`config.mk`:
```
export PLATFORM = sky130hd
export DESIGN_NAME = osq_sequencer
export DESIGN_NICKNAME = d
export VERILOG_FILES = /design/src/core/osq_pkg.sv /design/src/core/osq_sequencer.sv
export SDC_FILE = /design/constraint.sdc
export NUM_CORES = 1
export LEC_CHECK = 0
export BUFFER_PORTS_ARGS = -buffer_cell sky130_fd_sc_hd__buf_2
export CAP_MARGIN = 20
export CELL_PAD_IN_SITES_DETAIL_PLACEMENT = 1
export CELL_PAD_IN_SITES_GLOBAL_PLACEMENT = 1
export CORE_UTILIZATION = 47
export DETAILED_ROUTE_END_ITERATION = 8
export GPL_TIMING_DRIVEN = 0
export PLACE_DENSITY_LB_ADDON = 0.2
export REMOVE_ABC_BUFFERS = 1
export SLEW_MARGIN = 10
export SYNTH_ARGS = -nofsm -noshare
export SYNTH_HDL_FRONTEND = slang
export SYNTH_SLANG_ARGS = --single-unit
```
`constraint.sdc`:
```
create_clock -name CORE_CLK_I -period 7.94 [get_ports CORE_CLK_I]
set_clock_uncertainty 0.2 [all_clocks]
set_input_delay 1.191 -clock CORE_CLK_I [delete_from_list [all_inputs] [get_ports CORE_CLK_I]]
set_output_delay 1.191 -clock CORE_CLK_I [all_outputs]
set_load 0.01 [all_outputs]
```
`src/core/osq_pkg.sv`:
```
// constants, register map and types of the operational state sequencer
package osq_pkg;

  // ==========================================================================
  // clock and timing
  localparam int CLK_PERIOD_NS    = 8;      // 125 MHz core clock
  localparam int CLK_FREQ_KHZ     = 125000;
  localparam int WAKEUP_TIME_MS   = 4;
  localparam int WAKEUP_CYCLES    = WAKEUP_TIME_MS * CLK_FREQ_KHZ;
  localparam int PLL_LOCK_TIME_NS = 5000;
  localparam int PLL_LOCK_CYCLES  =
    (PLL_LOCK_TIME_NS + CLK_PERIOD_NS - 1) / CLK_PERIOD_NS;
  localparam int RING_DIV_CYCLES  = 4;      // core cycles per ring tick
  localparam int TMR_W            = 20;

  // ==========================================================================
  // register byte offsets (haddr[7:0])
  localparam logic [7:0] CTRL_OFS   = 8'h00;
  localparam logic [7:0] CMD_OFS    = 8'h04;
  localparam logic [7:0] DELAY_OFS  = 8'h08;
  localparam logic [7:0] SLEEP_OFS  = 8'h0c;
  localparam logic [7:0] STATUS_OFS = 8'h10;

  // command register bit positions
  localparam int CMD_TX_BIT  = 0;
  localparam int CMD_RX_BIT  = 1;
  localparam int CMD_DLY_BIT = 2;

  // status register bit positions above the state field
  localparam int STAT_DLY_BIT = 8;
  localparam int STAT_PLL_BIT = 9;

  // ==========================================================================
  // types
  typedef struct packed {
    logic restore_en;
    logic auto_sleep_after_rx;
    logic auto_sleep_after_tx;
    logic crystal_source;
    logic auto_seq_en;
  } osq_ctrl_type;

  localparam osq_ctrl_type CTRL_RST = '{restore_en: 1'b1,
                                        auto_sleep_after_rx: 1'b0,
                                        auto_sleep_after_tx: 1'b0,
                                        crystal_source: 1'b0,
                                        auto_seq_en: 1'b1};
  localparam logic [31:0] DELAY_RST = 32'h0000_0000;
  localparam logic [31:0] SLEEP_RST = 32'h0000_0100;

  typedef enum logic [5:0] {
    ST_WAKEUP = 6'b000001,
    ST_INIT   = 6'b000010,
    ST_IDLE   = 6'b000100,
    ST_TX     = 6'b001000,
    ST_RX     = 6'b010000,
    ST_SLEEP  = 6'b100000
  } osq_state_type;

  // address match used by both the write and the read decode
  function automatic logic osq_hit(input logic [7:0] addr,
                                   input logic [7:0] ofs);
    osq_hit = (addr == ofs);
  endfunction : osq_hit

endpackage : osq_pkg

```
`src/core/osq_sequencer.sv`:
```
// operational state sequencer with its ahb-lite register slave
//
// How it works
// - wake-up turns on crystal oscillator and band-gap reference.
// - about 4 ms into wake-up: digital regulator on, reset released, init.
// - init runs logic from the crystal divided by two, 19.2 MHz.
// - init entered after wake-up may reload settings from always-on store.
// - init starts the pll; 5 us later switch clock and go idle.
// - crystal source plus sequencing off returns idle to init and holds it.
// - idle keeps pll running but gates it off most logic.
// - idle accepts serial traffic up to 20 MHz.
// - idle keeps analog transmit and receive powered down.
// - start command in idle enters transmit or receive.
// - delayed command waits in idle until its delay expires.
// - transmit done returns idle, or sleeps if auto sleep and no irq.
// - receive end returns idle, or sleeps if auto sleep and no irq.
// - sleep counter on ring tick expires into wake-up.
//
// Our own choices: the AHB-Lite slave port and the register offsets.
`timescale 1ns/1ps
module osq_sequencer #(
  parameter int WAKEUP_CYCLES_P = osq_pkg::WAKEUP_CYCLES
) (
  // clock and reset
  input  wire  logic                  CORE_CLK_I,
  input  wire  logic                  SRST_I,
  // ahb-lite slave
  input  wire  logic                  HSEL_I,
  input  wire  logic [31:0]           HADDR_I,
  input  wire  logic [1:0]            HTRANS_I,
  input  wire  logic                  HWRITE_I,
  input  wire  logic [2:0]            HSIZE_I,
  input  wire  logic [31:0]           HWDATA_I,
  input  wire  logic                  HREADY_I,
  output logic       [31:0]           HRDATA_O,
  output logic                        HREADYOUT_O,
  output logic                        HRESP_O,
  // radio datapath events, same clock
  input  wire  logic                  TX_DONE_I,
  input  wire  logic                  RX_END_I,
  input  wire  logic                  IRQ_PENDING_I,
  // external wake pin, asynchronous
  input  wire  logic                  WAKE_PIN_I,
  // power and clock controls
  output logic                        CRYSTAL_SOURCE_EN_O,
  output logic                        BANDGAP_EN_O,
  output logic                        DIG_LDO_EN_O,
  output logic                        RESET_OUT_N_O,
  output logic                        PLL_EN_O,
  output logic                        CLK_SEL_PLL_O,
  output logic                        LOGIC_CLK_EN_O,
  output logic                        SPI_FAST_OK_O,
  output logic                        ANALOG_TX_EN_O,
  output logic                        ANALOG_RX_EN_O,
  output logic                        RESTORE_O,
  output osq_pkg::osq_state_type      STATE_O
);
  import osq_pkg::*;

  osq_state_type      state_ff;
  osq_state_type      nxt_state;
  osq_ctrl_type       ctrl_ff;
  logic [31:0]        delay_reg_ff;
  logic [31:0]        sleep_reg_ff;
  logic [TMR_W-1:0]   tmr_ff;
  logic               pll_locked_ff;
  logic               dly_pend_ff;
  logic               dly_rx_ff;
  logic [31:0]        dly_cnt_ff;
  logic [31:0]        sleep_cnt_ff;
  logic [2:0]         ring_div_ff;
  logic               ring_tick;
  logic               wsync1_ff;
  logic               wsync2_ff;
  logic               wsync3_ff;
  logic               wake_lvl_ff;
  logic               wake_rise;
  logic               wr_pend_ff;
  logic [7:0]         wr_addr_ff;
  logic               addr_phase;
  logic               wr_cmd;
  logic               cmd_tx;
  logic               cmd_rx;
  logic               cmd_dly;
  logic               wake_done;
  logic               pll_done;
  logic               dly_fire;
  logic               sleep_done;
  logic               restore_ff;

  // ==========================================================================
  // ahb-lite slave: zero wait states, always okay
  assign HREADYOUT_O = 1'b1;
  assign HRESP_O     = 1'b0;
  assign addr_phase  = HSEL_I && HTRANS_I[1] && HREADY_I;

  // write address is held over to the data phase, where hwdata stands
  always_ff @(posedge CORE_CLK_I) begin
    if (SRST_I) begin
      wr_pend_ff <= 1'b0;
      wr_addr_ff <= 8'h00;
    end else begin
      wr_pend_ff <= addr_phase && HWRITE_I;
      wr_addr_ff <= HADDR_I[7:0];
    end
  end

  // software-written configuration
  always_ff @(posedge CORE_CLK_I) begin
    if (SRST_I) begin
      ctrl_ff      <= CTRL_RST;
      delay_reg_ff <= DELAY_RST;
      sleep_reg_ff <= SLEEP_RST;
    end else if (wr_pend_ff) begin
      if (osq_hit(wr_addr_ff, CTRL_OFS)) begin
        ctrl_ff <= osq_ctrl_type'(HWDATA_I[4:0]);
      end
      if (osq_hit(wr_addr_ff, DELAY_OFS)) begin
        delay_reg_ff <= HWDATA_I;
      end
      if (osq_hit(wr_addr_ff, SLEEP_OFS)) begin
        sleep_reg_ff <= HWDATA_I;
      end
    end
  end

  // read data is chosen in the address phase so it stands in the data phase
  always_ff @(posedge CORE_CLK_I) begin
    if (SRST_I) begin
      HRDATA_O <= 32'h0000_0000;
    end else if (addr_phase && !HWRITE_I) begin
      HRDATA_O <= 32'h0000_0000;  // unmapped and command read as zero
      if (osq_hit(HADDR_I[7:0], CTRL_OFS)) begin
        HRDATA_O[4:0] <= ctrl_ff;
      end
      if (osq_hit(HADDR_I[7:0], DELAY_OFS)) begin
        HRDATA_O <= delay_reg_ff;
      end
      if (osq_hit(HADDR_I[7:0], SLEEP_OFS)) begin
        HRDATA_O <= sleep_reg_ff;
      end
      if (osq_hit(HADDR_I[7:0], STATUS_OFS)) begin
        HRDATA_O[5:0]        <= state_ff;
        HRDATA_O[STAT_DLY_BIT] <= dly_pend_ff;
        HRDATA_O[STAT_PLL_BIT] <= pll_locked_ff;
      end
    end
  end

  // commands count only in idle with no delayed start already waiting
  assign wr_cmd  = wr_pend_ff && osq_hit(wr_addr_ff, CMD_OFS)
                   && (state_ff == ST_IDLE) && !dly_pend_ff;
  assign cmd_tx  = wr_cmd && HWDATA_I[CMD_TX_BIT];
  assign cmd_rx  = wr_cmd && HWDATA_I[CMD_RX_BIT] && !HWDATA_I[CMD_TX_BIT];
  assign cmd_dly = HWDATA_I[CMD_DLY_BIT];

  // ==========================================================================
  // wake pin synchroniser, a change counts once stages two and three agree
  always_ff @(posedge CORE_CLK_I) begin
    if (SRST_I) begin
      wsync1_ff   <= 1'b0;
      wsync2_ff   <= 1'b0;
      wsync3_ff   <= 1'b0;
      wake_lvl_ff <= 1'b0;
    end else begin
      wsync1_ff <= WAKE_PIN_I;
      wsync2_ff <= wsync1_ff;
      wsync3_ff <= wsync2_ff;
      if (wsync2_ff == wsync3_ff) begin
        wake_lvl_ff <= wsync3_ff;
      end
    end
  end
  assign wake_rise = wsync2_ff && wsync3_ff && !wake_lvl_ff;

  // ==========================================================================
  // time in state; cleared on every state change
  always_ff @(posedge CORE_CLK_I) begin
    if (SRST_I || (nxt_state != state_ff)) begin
      tmr_ff <= '0;
    end else if (tmr_ff != {TMR_W{1'b1}}) begin
      tmr_ff <= tmr_ff + TMR_W'(1);
    end
  end
  assign wake_done = (state_ff == ST_WAKEUP)
                     && (tmr_ff == TMR_W'(WAKEUP_CYCLES_P - 1));
  assign pll_done  = (tmr_ff == TMR_W'(PLL_LOCK_CYCLES - 1));

  // pll lock is modelled by its lock time; it drops in wake-up and sleep
  always_ff @(posedge CORE_CLK_I) begin
    if (SRST_I) begin
      pll_locked_ff <= 1'b0;
    end else if (state_ff == ST_WAKEUP || state_ff == ST_SLEEP) begin
      pll_locked_ff <= 1'b0;
    end else if (state_ff == ST_INIT && pll_done) begin
      pll_locked_ff <= 1'b1;
    end
  end

  // delayed start: counts down in idle, fires at zero
  always_ff @(posedge CORE_CLK_I) begin
    if (SRST_I) begin
      dly_pend_ff <= 1'b0;
      dly_rx_ff   <= 1'b0;
      dly_cnt_ff  <= 32'h0000_0000;
    end else if ((cmd_tx || cmd_rx) && cmd_dly) begin
      dly_pend_ff <= 1'b1;
      dly_rx_ff   <= cmd_rx;
      dly_cnt_ff  <= delay_reg_ff;
    end else if (dly_fire) begin
      dly_pend_ff <= 1'b0;
    end else if (dly_pend_ff) begin
      dly_cnt_ff <= dly_cnt_ff - 32'h0000_0001;
    end
  end
  assign dly_fire = dly_pend_ff && (dly_cnt_ff == 32'h0000_0000);

  // ring oscillator stand-in: divided enable, only alive in sleep
  always_ff @(posedge CORE_CLK_I) begin
    if (SRST_I || state_ff != ST_SLEEP) begin
      ring_div_ff <= 3'h0;
    end else if (ring_tick) begin
      ring_div_ff <= 3'h0;
    end else begin
      ring_div_ff <= ring_div_ff + 3'h1;
    end
  end
  assign ring_tick = (ring_div_ff == 3'(RING_DIV_CYCLES - 1));

  // sleep counter reloads on entry and counts ring ticks down
  always_ff @(posedge CORE_CLK_I) begin
    if (SRST_I) begin
      sleep_cnt_ff <= 32'h0000_0000;
    end else if (state_ff != ST_SLEEP) begin
      sleep_cnt_ff <= sleep_reg_ff;
    end else if (ring_tick && sleep_cnt_ff != 32'h0000_0000) begin
      sleep_cnt_ff <= sleep_cnt_ff - 32'h0000_0001;
    end
  end
  assign sleep_done = (sleep_cnt_ff == 32'h0000_0000);

  // ==========================================================================
  // next state; a pending host irq keeps the device awake after a frame
  always_comb begin
    nxt_state = state_ff;
    case (state_ff)
      ST_WAKEUP: begin
        if (wake_done) nxt_state = ST_INIT;
      end
      ST_INIT: begin
        if (pll_locked_ff && ctrl_ff.auto_seq_en && !ctrl_ff.crystal_source)
          nxt_state = ST_IDLE;
      end
      ST_IDLE: begin
        if (ctrl_ff.crystal_source && !ctrl_ff.auto_seq_en)
          nxt_state = ST_INIT;
        else if (cmd_tx && !cmd_dly) nxt_state = ST_TX;
        else if (cmd_rx && !cmd_dly) nxt_state = ST_RX;
        else if (dly_fire) nxt_state = dly_rx_ff ? ST_RX : ST_TX;
      end
      ST_TX: begin
        if (TX_DONE_I)
          nxt_state = (ctrl_ff.auto_sleep_after_tx && !IRQ_PENDING_I)
                      ? ST_SLEEP : ST_IDLE;
      end
      ST_RX: begin
        if (RX_END_I)
          nxt_state = (ctrl_ff.auto_sleep_after_rx && !IRQ_PENDING_I)
                      ? ST_SLEEP : ST_IDLE;
      end
      ST_SLEEP: begin
        if ((ring_tick && sleep_done) || wake_rise)
          nxt_state = ST_WAKEUP;
      end
      default: nxt_state = ST_WAKEUP;
    endcase
  end

  // state register; reset lands in wake-up
  always_ff @(posedge CORE_CLK_I) begin
    if (SRST_I) begin
      state_ff <= ST_WAKEUP;
    end else begin
      state_ff <= nxt_state;
    end
  end

  // restore strobe on the first init cycle after wake-up
  always_ff @(posedge CORE_CLK_I) begin
    if (SRST_I) begin
      restore_ff <= 1'b0;
    end else begin
      restore_ff <= (state_ff == ST_WAKEUP) && (nxt_state == ST_INIT)
                    && ctrl_ff.restore_en;
    end
  end
  assign RESTORE_O = restore_ff;

  // power and clock outputs follow the next state so they align with state
  always_ff @(posedge CORE_CLK_I) begin
    if (SRST_I) begin
      CRYSTAL_SOURCE_EN_O      <= 1'b1;
      BANDGAP_EN_O   <= 1'b1;
      DIG_LDO_EN_O   <= 1'b0;
      RESET_OUT_N_O  <= 1'b0;
      PLL_EN_O       <= 1'b0;
      CLK_SEL_PLL_O  <= 1'b0;
      LOGIC_CLK_EN_O <= 1'b0;
      SPI_FAST_OK_O  <= 1'b0;
      ANALOG_TX_EN_O <= 1'b0;
      ANALOG_RX_EN_O <= 1'b0;
      STATE_O        <= ST_WAKEUP;
    end else begin
      CRYSTAL_SOURCE_EN_O      <= (nxt_state != ST_SLEEP);
      BANDGAP_EN_O   <= (nxt_state != ST_SLEEP);
      DIG_LDO_EN_O   <= !(nxt_state inside {ST_WAKEUP, ST_SLEEP});
      RESET_OUT_N_O  <= !(nxt_state inside {ST_WAKEUP, ST_SLEEP});
      PLL_EN_O       <= (nxt_state inside {ST_INIT, ST_IDLE, ST_TX, ST_RX});
      // halved crystal clock in init, pll afterwards
      CLK_SEL_PLL_O  <= (nxt_state inside {ST_IDLE, ST_TX, ST_RX});
      // idle gates the pll off most logic to save power
      LOGIC_CLK_EN_O <= (nxt_state inside {ST_INIT, ST_TX, ST_RX});
      SPI_FAST_OK_O  <= (nxt_state inside {ST_IDLE, ST_TX, ST_RX});
      ANALOG_TX_EN_O <= (nxt_state == ST_TX);
      ANALOG_RX_EN_O <= (nxt_state == ST_RX);
      STATE_O        <= nxt_state;
    end
  end

  // ==========================================================================
  // assertions
  property p_reset_wakeup;
    @(posedge CORE_CLK_I) $fell(SRST_I) |-> state_ff == ST_WAKEUP;
  endproperty
  a_reset_wakeup: assert property (p_reset_wakeup)
    else $error("reset did not land in wake-up");

  property p_wakeup_refs;
    @(posedge CORE_CLK_I) disable iff (SRST_I)
      state_ff == ST_WAKEUP |-> CRYSTAL_SOURCE_EN_O && BANDGAP_EN_O && !RESET_OUT_N_O;
  endproperty
  a_wakeup_refs: assert property (p_wakeup_refs)
    else $error("wake-up outputs wrong");

  property p_wakeup_exit;
    @(posedge CORE_CLK_I) disable iff (SRST_I)
      wake_done |=> state_ff == ST_INIT && RESET_OUT_N_O && DIG_LDO_EN_O;
  endproperty
  a_wakeup_exit: assert property (p_wakeup_exit)
    else $error("wake-up did not release reset into init");

  property p_init_clock;
    @(posedge CORE_CLK_I) disable iff (SRST_I)
      state_ff == ST_INIT |-> !CLK_SEL_PLL_O && LOGIC_CLK_EN_O;
  endproperty
  a_init_clock: assert property (p_init_clock)
    else $error("init not on halved crystal clock");

  property p_restore;
    @(posedge CORE_CLK_I) disable iff (SRST_I)
      $past(state_ff) == ST_WAKEUP && state_ff == ST_INIT
        |-> RESTORE_O == $past(ctrl_ff.restore_en);
  endproperty
  a_restore: assert property (p_restore)
    else $error("restore strobe wrong on init entry");

  property p_pll_to_idle;
    @(posedge CORE_CLK_I) disable iff (SRST_I)
      state_ff == ST_INIT && pll_locked_ff && ctrl_ff.auto_seq_en
        && !ctrl_ff.crystal_source |=> state_ff == ST_IDLE && CLK_SEL_PLL_O;
  endproperty
  a_pll_to_idle: assert property (p_pll_to_idle)
    else $error("locked init did not move to idle");

  property p_hold_init;
    @(posedge CORE_CLK_I) disable iff (SRST_I)
      state_ff inside {ST_INIT, ST_IDLE} && ctrl_ff.crystal_source
        && !ctrl_ff.auto_seq_en |=> state_ff == ST_INIT;
  endproperty
  a_hold_init: assert property (p_hold_init)
    else $error("crystal source without sequencing left init");

  property p_idle_outputs;
    @(posedge CORE_CLK_I) disable iff (SRST_I)
      state_ff == ST_IDLE |-> PLL_EN_O && !LOGIC_CLK_EN_O && SPI_FAST_OK_O
        && !ANALOG_TX_EN_O && !ANALOG_RX_EN_O;
  endproperty
  a_idle_outputs: assert property (p_idle_outputs)
    else $error("idle outputs wrong");

  property p_start_tx;
    @(posedge CORE_CLK_I) disable iff (SRST_I)
      cmd_tx && !cmd_dly && !(ctrl_ff.crystal_source && !ctrl_ff.auto_seq_en)
        |=> state_ff == ST_TX && ANALOG_TX_EN_O;
  endproperty
  a_start_tx: assert property (p_start_tx)
    else $error("immediate transmit not entered");

  property p_delay_wait;
    @(posedge CORE_CLK_I) disable iff (SRST_I)
      state_ff == ST_IDLE && dly_pend_ff && dly_cnt_ff > 32'h0000_0001
        && !(ctrl_ff.crystal_source && !ctrl_ff.auto_seq_en)
        |=> state_ff == ST_IDLE [*2];
  endproperty
  a_delay_wait: assert property (p_delay_wait)
    else $error("left idle before delay expired");

  property p_tx_end;
    @(posedge CORE_CLK_I) disable iff (SRST_I)
      state_ff == ST_TX && TX_DONE_I
        |=> state_ff == ($past(ctrl_ff.auto_sleep_after_tx && !IRQ_PENDING_I)
                         ? ST_SLEEP : ST_IDLE);
  endproperty
  a_tx_end: assert property (p_tx_end)
    else $error("wrong state after transmit");

  property p_rx_end;
    @(posedge CORE_CLK_I) disable iff (SRST_I)
      state_ff == ST_RX && RX_END_I
        |=> state_ff == ($past(ctrl_ff.auto_sleep_after_rx && !IRQ_PENDING_I)
                         ? ST_SLEEP : ST_IDLE);
  endproperty
  a_rx_end: assert property (p_rx_end)
    else $error("wrong state after receive");

  property p_sleep_expire;
    @(posedge CORE_CLK_I) disable iff (SRST_I)
      state_ff == ST_SLEEP && ring_tick && sleep_done
        |=> state_ff == ST_WAKEUP && CRYSTAL_SOURCE_EN_O && !RESET_OUT_N_O;
  endproperty
  a_sleep_expire: assert property (p_sleep_expire)
    else $error("sleep expiry did not wake");

endmodule : osq_sequencer

```
==> metrics.md, run 1 <==
| Metric | Value |
|---|---|
| CP peak stage delay | 0.71 ns |
| Cts hold-fix bufs | 0 |
| Post-layout util | 0.557 |
| Post-synth top flop | dfxtp_1 |
| Htree depth | 1 |
| Final period utilization | 0.474 |
| Hpwl dp | 21.4 mm |
| Mux contribution to synthesized area | 0.0414 |
| Fillers | 2,561 |
| Final std cells w/o fill | 1,578 |
| Syn avg cell area | 8.24 sq um |
| Pin count of the biggest net entering global routing | 113 |
| R2r setup slk | 4.18 ns |
| Leak | 0.00420 uW |
| Synth Area in Adders | 0.0111 |
| # rows | 53 |
| DRC viols | 0 |
| ANT cells | 0 |
| Post-synth EDFFs | 0 |
| GRT Overall Usage | 0.283 |
| CTS root buffer | clkbuf_16 |
| Synthesis warning total | 0 |
| Die height | 149 um |
| Synth Area in XOR/XNOR | 0.0396 |
| Worst reg2reg startpoint | sleep_cnt_ff[2]$_SDFFE_PP0P_ |
| Drt wl/cell | 19.8 um |
| Reg clk slew, reported paths | 0.06 ns |
| Grt total ovfl | 0 |
| Netlist cell types | 72 |
| Mapped Area | 0.0102 sq mm |
| CTS tree | done |
| Post-Synth Simple-Gate Area | 0.270 |
| CP Cell Sequence | or4_1 > or4_4 > o41ai_1 > a21oi_1 > a22oi_1 > buf_4 > nor3_1 |
| Final Hold Fails | 0 |
| CP Launch Type | flop |
| CTS max path bufs | 3 |
| Final #Nets | 1,375 |
| RSZ-0062 raised after global routing | no |
| Share of cells above drive strength 1 | 0.150 |
| Post_cts resized | 0 |
| Crit path from | sleep_cnt_ff[2]$_SDFFE_PP0P_ |
| Buffers and inverters on the worst path | 1 |
| Input/output buffers | 98 |
| DIE WIDTH | 149 um |
| Initial core utilization | 0.482 |
| Final WL | 31.3 mm |
| Placed cells | 1,534 |
| Min-Delay Path Class | flop to flop |
| GP Congestion | 0.843 |
| Setup Fix Bufs, Post-CTS | 0 |
| Sequential area share after synthesis | 0.429 |
| Max-cap violations | 0 |
| Ys async rst share | 0 |
| Min cycle time layout | 3.76 ns |
| Post-synth top area cell | dfxtp_1 |
| Worst reg2reg path depth | 7 |
| Yosys top cell area share | 0.429 |
| Main combinational cell family by area after synthesis | simple AND/OR/NAND/NOR gates |
| Maximum VDD drop | 0.000165 V |
| Layout area overhead | 15.6% |
| Setup Crit Path Kind | flop to flop |
| WP data required | 8.10 ns |
| Max Fclk | 266 MHz |
| Vias per inst | 5.99 |
| Post-route ant nets | 0 |
| Initial antenna violation count | 0 |
| Final Max Tran Viols | 0 |
| First-pass GRT wire length | 50.3 mm |
| Capturing point of the worst reg2reg path | tmr_ff[14]$_SDFFE_PP0P_ |
| Data arrival, critical path | 3.92 ns |
| Worst slew margin | 0.254 |
| Clk_lat worst skew | 0.52 ns |
| Critical Path End | tmr_ff[14]$_SDFFE_PP0P_ |
| Most frequent cell after synthesis | dfxtp_1 |
| Status | finished, final reports clean |
| Synthesized flop and latch total | 218 |
| Final setup vio count | 0 |
| Setup crit end kind | flop |
| Slowest-stage cell, CP | a22oi_1 |
| CP max FO | 11 |
| Compound-Gate Fraction of Synth Area | 0.163 |
| DR vias | 9,452 |
| Core Footprint | 0.0211 sq mm |
| Post-synth top cells | 218 x dfxtp_1, 159 x nand2_1, 130 x nor2_1 |
| Synth area leaders | dfxtp_1 43%, a21oi_1 6.0%, nand2_1 5.9% |
| DIE AREA | 0.0222 sq mm |
| # IOs | 129 |
| Top cell family by delay on the critical path | simple AND/OR/NAND/NOR gates |
| Power Density | 197 mW/mm^2 |
| Worst-case hold slack | 0.236 ns |
| Worst-Margin Slew | 1.12 ns |
| Vias in the first global route | 9,600 |
| Pre-antenna DRT Iters | 5 |
| Syn Inst Count | 1,234 |
| Iter 0 DRT Violations | 528 |
| Total CTS buffers | 24 |
| CTS sink count | 218 |
| Crit path depth | 7 |
-- sequential cells by signal (all words and copies together), names as in the netlist, 3 cells and up --
signal / count
HRDATA_O: 32
delay_reg_ff: 32
dly_cnt_ff: 32
sleep_cnt_ff: 32
sleep_reg_ff: 32
tmr_ff: 20
wr_addr_ff: 8
STATE_O: 6
ctrl_ff: 5
ring_div_ff: 3
-- kinds of logic after synthesis --
group                    Yosys count
adder cells (fa/ha/maj)            9
XOR/XNOR                          46
other                              2
AO/OA/AOI/OAI                    255
buffers and inverters            109
flip-flops                       218
AND/OR/NAND/NOR                  554
multiplexers                      41
-- power breakdown --
| group | leakage [uW] | internal, uW | switching (uW) |
|---|---|---|---|
| Sequential | 0.00176 | 1100 | 8.29 |
| Combinational | 0.00205 | 31.8 | 57.4 |
| Clock | 0.000386 | 669 | 441 |
-- layout make-up --
| cell class | instances | area (sq um) | area share |
|---|---|---|---|
| clock buffer | 37 | 741 | 0.0631 |
| clock inverter | 4 | 47.5 | 0.00405 |
| inverter | 18 | 67.6 | 0.00575 |
| multi-input combinational | 907 | 5390 | 0.459 |
| sequential | 218 | 4360 | 0.372 |
| tap | 275 | 344 | 0.0293 |
| timing repair buffer | 119 | 793 | 0.0675 |
-- worst register-to-register path, cell delays in order (launching register included) --
cell	delay [ns]
dfxtp_1	0.35
or4_1	0.70
or4_4	0.63
o41ai_1	0.43
a21oi_1	0.16
a22oi_1	0.71
buf_4	0.33
nor3_1	0.09
-- cells in the final DEF (no fill, tap or decap), types with 5 or more instances in the layout --
master     instances
inv_1             18
mux2_2             8
mux2i_1           33
buf_4              6
nand3b_1           8
or4_1             16
nand4b_1           7
o21ai_0           21
clkbuf_1           5
nor2b_1           21
or2_2             10
nand2_1          159
nand3_1           20
or3_1             24
xor2_1             8
o211ai_1           9
nand4_1           12
clkbuf_8           7
a211oi_1          39
ha_1               9
buf_2             97
nor4b_1            8
a21oi_1          122
a311oi_1          10
dfxtp_1          218
and4_1             5
buf_6              6
clkbuf_16         25
a31oi_1            8
nor3_1            81
xnor2_1           38
a222oi_1           5
nor2_1           128
nor4_1            24
-- how the worst min path moves through the flow --
stage	startpoint	end	slack (ns)	cells after the start
2_1_floorplan	ring_div_ff[0]$_SDFF_PP0_	ring_div_ff[0]$_SDFF_PP0_	0.20	1
3_3_place_gp	ring_div_ff[0]$_SDFF_PP0_	ring_div_ff[0]$_SDFF_PP0_	0.22	1
3_5_place_dp	ring_div_ff[0]$_SDFF_PP0_	ring_div_ff[0]$_SDFF_PP0_	0.23	1
4_1_cts	ring_div_ff[0]$_SDFF_PP0_	ring_div_ff[0]$_SDFF_PP0_	0.24	1
5_1_grt	ring_div_ff[0]$_SDFF_PP0_	ring_div_ff[0]$_SDFF_PP0_	0.26	1
6_report	ring_div_ff[0]$_SDFF_PP0_	ring_div_ff[0]$_SDFF_PP0_	0.24	1
-- per-stage QoR --
stage	power (uW)	area [sq um]	worst slack, ns	setup TNS [ns]
after floorplan	1160	9780	1.47	0
after global placement	1220	10600	-2.11	-71.64
after detailed placement	1220	10900	4.02	0
after CTS	2330	11700	4.18	0
after global routing	2390	11700	3.98	0
final	2310	11700	4.18	0
-- routing by layer --
layer | vias to the layer above | track usage | routed length, um
met5 | - | 0 | 0
met4 | 0 | 0.0944 | 818
li1 | 4533 | - | -
met1 | 4636 | 0.361 | 13800
met3 | 55 | 0.0401 | 1350
met2 | 228 | 0.490 | 15300
No activity file was read; power rests on OpenSTA's default activity.
==> inputs of run 2 (changes only) <==
--- a/config.mk
+++ b/config.mk
@@ -5,11 +5,12 @@
 export SDC_FILE = /design/constraint.sdc
 export NUM_CORES = 1
 export LEC_CHECK = 0
+export ABC_AREA = 1
 export BUFFER_PORTS_ARGS = -buffer_cell sky130_fd_sc_hd__buf_2
 export CAP_MARGIN = 20
 export CELL_PAD_IN_SITES_DETAIL_PLACEMENT = 1
 export CELL_PAD_IN_SITES_GLOBAL_PLACEMENT = 1
-export CORE_UTILIZATION = 47
+export CORE_UTILIZATION = 38
 export DETAILED_ROUTE_END_ITERATION = 8
 export GPL_TIMING_DRIVEN = 0
 export PLACE_DENSITY_LB_ADDON = 0.2
==> constraint.sdc (replaced) <==
create_clock -name CORE_CLK_I -period 3.37 [get_ports CORE_CLK_I]
set_clock_uncertainty 0.2 [all_clocks]
set_input_delay 0.5055 -clock CORE_CLK_I [delete_from_list [all_inputs] [get_ports CORE_CLK_I]]
set_output_delay 0.5055 -clock CORE_CLK_I [all_outputs]
set_load 0.01 [all_outputs]
==> run 2 against run 1 <==
Die area increased by 30%. Clock-buffer cell count is 1 higher. Sequential share of layout area decreased by 1.9 points. Total power increased by 140%. Via count increased by 10%. Clock power increased by 140%. First-iteration DRC count down 3.6%. Worst hold slack worse by 0.22 ns. Non-clock buffer count shrank 5. Critical path type unchanged. Largest cell class unchanged.
==> metrics.md, run 2 <==
| Metric | Value |
|---|---|
| Status | finished, final reports clean |
| Worst-Margin Slew | 0.842 ns |
| Max Fclk | 337 MHz |
| Final Hold Fails | 0 |
| Synthesized flop and latch total | 218 |
| Post-synth top cells | 230 x inv_1, 226 x nor2_1, 218 x dfxtp_1 |
| Final WL | 34.2 mm |
| Hpwl dp | 24.8 mm |
| Setup Crit Path Kind | flop to flop |
| Worst slew margin | 0.437 |
| Synth area leaders | dfxtp_1 41%, inv_1 8.1%, nor2_1 7.9% |
| Placed cells | 1,947 |
| CTS tree | done |
| Post-synth top area cell | dfxtp_1 |
| CTS sink count | 218 |
| Core Footprint | 0.0277 sq mm |
| Pre-antenna DRT Iters | 5 |
| DR vias | 10,412 |
| Max-cap violations | 0 |
| Share of cells above drive strength 1 | 0.127 |
| Drt wl/cell | 17.1 um |
| Area taken by multi-input logic gates | 0.00520 sq mm |
| # IOs | 129 |
| Most frequent cells in the layout | 229 x inv_1, 225 x nor2_1, 218 x dfxtp_1, 191 x nand2_1, 136 x o21ai_0 |
| Die height | 170 um |
| Mapped Area | 0.0107 sq mm |
| Final std cells w/o fill | 1,998 |
| P_int | 4200 uW |
| DIE WIDTH | 170 um |
| Power Total | 5450 uW |
| Ys async rst share | 0 |
| Setup crit end kind | flop |
| Pin count of the biggest net entering global routing | 81 |
| RSZ-0062 raised after global routing | no |
| Initial antenna violation count | 0 |
| Sw Pwr | 1250 uW |
| Reg clk slew, reported paths | 0.06 ns |
| Comb power frac | 0.041 |
| Reg power frac | 0.479 |
| DIE AREA | 0.0288 sq mm |
| Final period utilization | 0.880 |
| Post-synth EDFFs | 0 |
| Netlist cell types | 49 |
| Layout area overhead | 15.8% |
| Min-Delay Path Class | input pin to flop |
| Final setup vio count | 0 |
| Syn Inst Count | 1,525 |
| Final #Nets | 1,691 |
| CP max FO | 18 |
| Post-synth top flop | dfxtp_1 |
| Reg area | 0.00436 sq mm |
| Grt total ovfl | 0 |
| R2r setup slk | 0.40 ns |
| Data arrival, critical path | 3.20 ns |
| Power Density | 440 mW/mm^2 |
| Synthesis warning total | 0 |
| GP Congestion | 0.865 |
| Total CTS buffers | 25 |
| Clk_lat worst skew | 0.53 ns |
| Syn avg cell area | 7.01 sq um |
| Post-route ant nets | 0 |
| Most frequent cell after synthesis | inv_1 |
| Clock power share | 0.479 |
| Commonest non-fill, non-tap cell in the layout | inv_1 |
| Input/output buffers | 98 |
| Yosys top cell area share | 0.408 |
| Vias in the first global route | 10,308 |
| Leak | 0.00546 uW |
| CP Launch Type | flop |
| WP data required | 3.61 ns |
| Maximum VDD drop | 0.000371 V |
| CTS max path bufs | 3 |
| Sequential area share after synthesis | 0.408 |
| ANT cells | 0 |
| Final Max Tran Viols | 0 |
| DRC viols | 0 |
| Fillers | 3,555 |
| Initial core utilization | 0.386 |
| CTS root buffer | clkbuf_16 |
| First-pass GRT wire length | 55.1 mm |
| Net switching fraction of the power | 0.229 |
| Htree depth | 1 |
| # rows | 61 |
| Vias per inst | 5.21 |
| Min cycle time layout | 2.97 ns |
| GRT Overall Usage | 0.241 |
| Iter 0 DRT Violations | 509 |
[run 2: repair_timing]
item / in CTS / in global routing
endpoints found under the setup margin: 34 / 0
buffers inserted: 2 / 0
gates resized for setup: 1 / 0
hold buffers: 6 / 0
hold endpoints to repair: 6 / 0
[run 2: area by class of cell]
cell class,count,share of cell area
Clock buffer,38,0.0577
Clock inverter,5,0.00424
Inverter,236,0.0717
Multi-Input combinational cell,1009,0.419
Sequential cell,218,0.352
Tap cell,378,0.0382
Timing Repair Buffer,114,0.0565
[run 2: routing by layer]
layer  GRT usage  wire length (um)  up-vias
met5           0                 0        -
met4      0.0740               912        0
met3      0.0310              1480       40
met2       0.411             15900      218
met1       0.315             15900     5016
li1            -                 -     5138
[run 2: critical path, stage by stage, from the launching register on]
cell and delay (ns):
dfxtp_1 0.45, nor2_1 0.10, nand2_1 0.13, nor2_1 0.08, nand2_1 0.07, nor2_1 0.05
nor2_2 0.47, inv_1 0.30, nor2_4 0.47, inv_2 0.21, a21oi_1 0.16, a21oi_1 0.06
a21oi_1 0.13
[run 2: per-stage QoR]
step / utilization / hold WS, ns / setup slack, ns / TNS [ns] / area (sq um)
after floorplan: - / 0.188 / 0.0453 / 0 / 10400
after global placement: 0.411 / 0.199 / -2.19 / -226.11 / 11400
after detailed placement: 0.417 / 0.198 / -0.106 / -0.762 / 11500
after CTS: 0.447 / 0.0103 / 0.405 / 0 / 12400
after global routing: 0.447 / 0.0330 / 0.0943 / 0 / 12400
final: 0.447 / 0.0204 / 0.404 / 0 / 12400
[run 2: cell families after synthesis]
logic type / synth area share
compound gates: 0.189
xor+xnor: 0.0409
fa+ha+maj: 0.0105
buf+inv: 0.109
flops: 0.408
other cells: 0.000702
simple gates: 0.242
[run 2: path summary, 6_finish.rpt]
check                                             startpoint                            to  cells after the start
worst min register to register          wsync1_ff$_SDFF_PP0_          wsync2_ff$_SDFF_PP0_                      2
worst max-delay path            sleep_cnt_ff[4]$_SDFFE_PP0P_  sleep_cnt_ff[8]$_SDFFE_PP0P_                     12
worst min-delay path                              HADDR_I[7]      wr_addr_ff[7]$_SDFF_PP0_                      3
worst max register to register  sleep_cnt_ff[4]$_SDFFE_PP0P_  sleep_cnt_ff[8]$_SDFFE_PP0P_                     12
[run 2: power by group through the flow]
stage	clock [uW]	combinational (uW)	sequential, uW
2_1_floorplan	0	107	2670
3_3_place_gp	0	214	2670
3_5_place_dp	0	221	2670
4_1_cts	2670	228	2610
5_1_grt	2780	254	2620
6_report	2610	226	2620
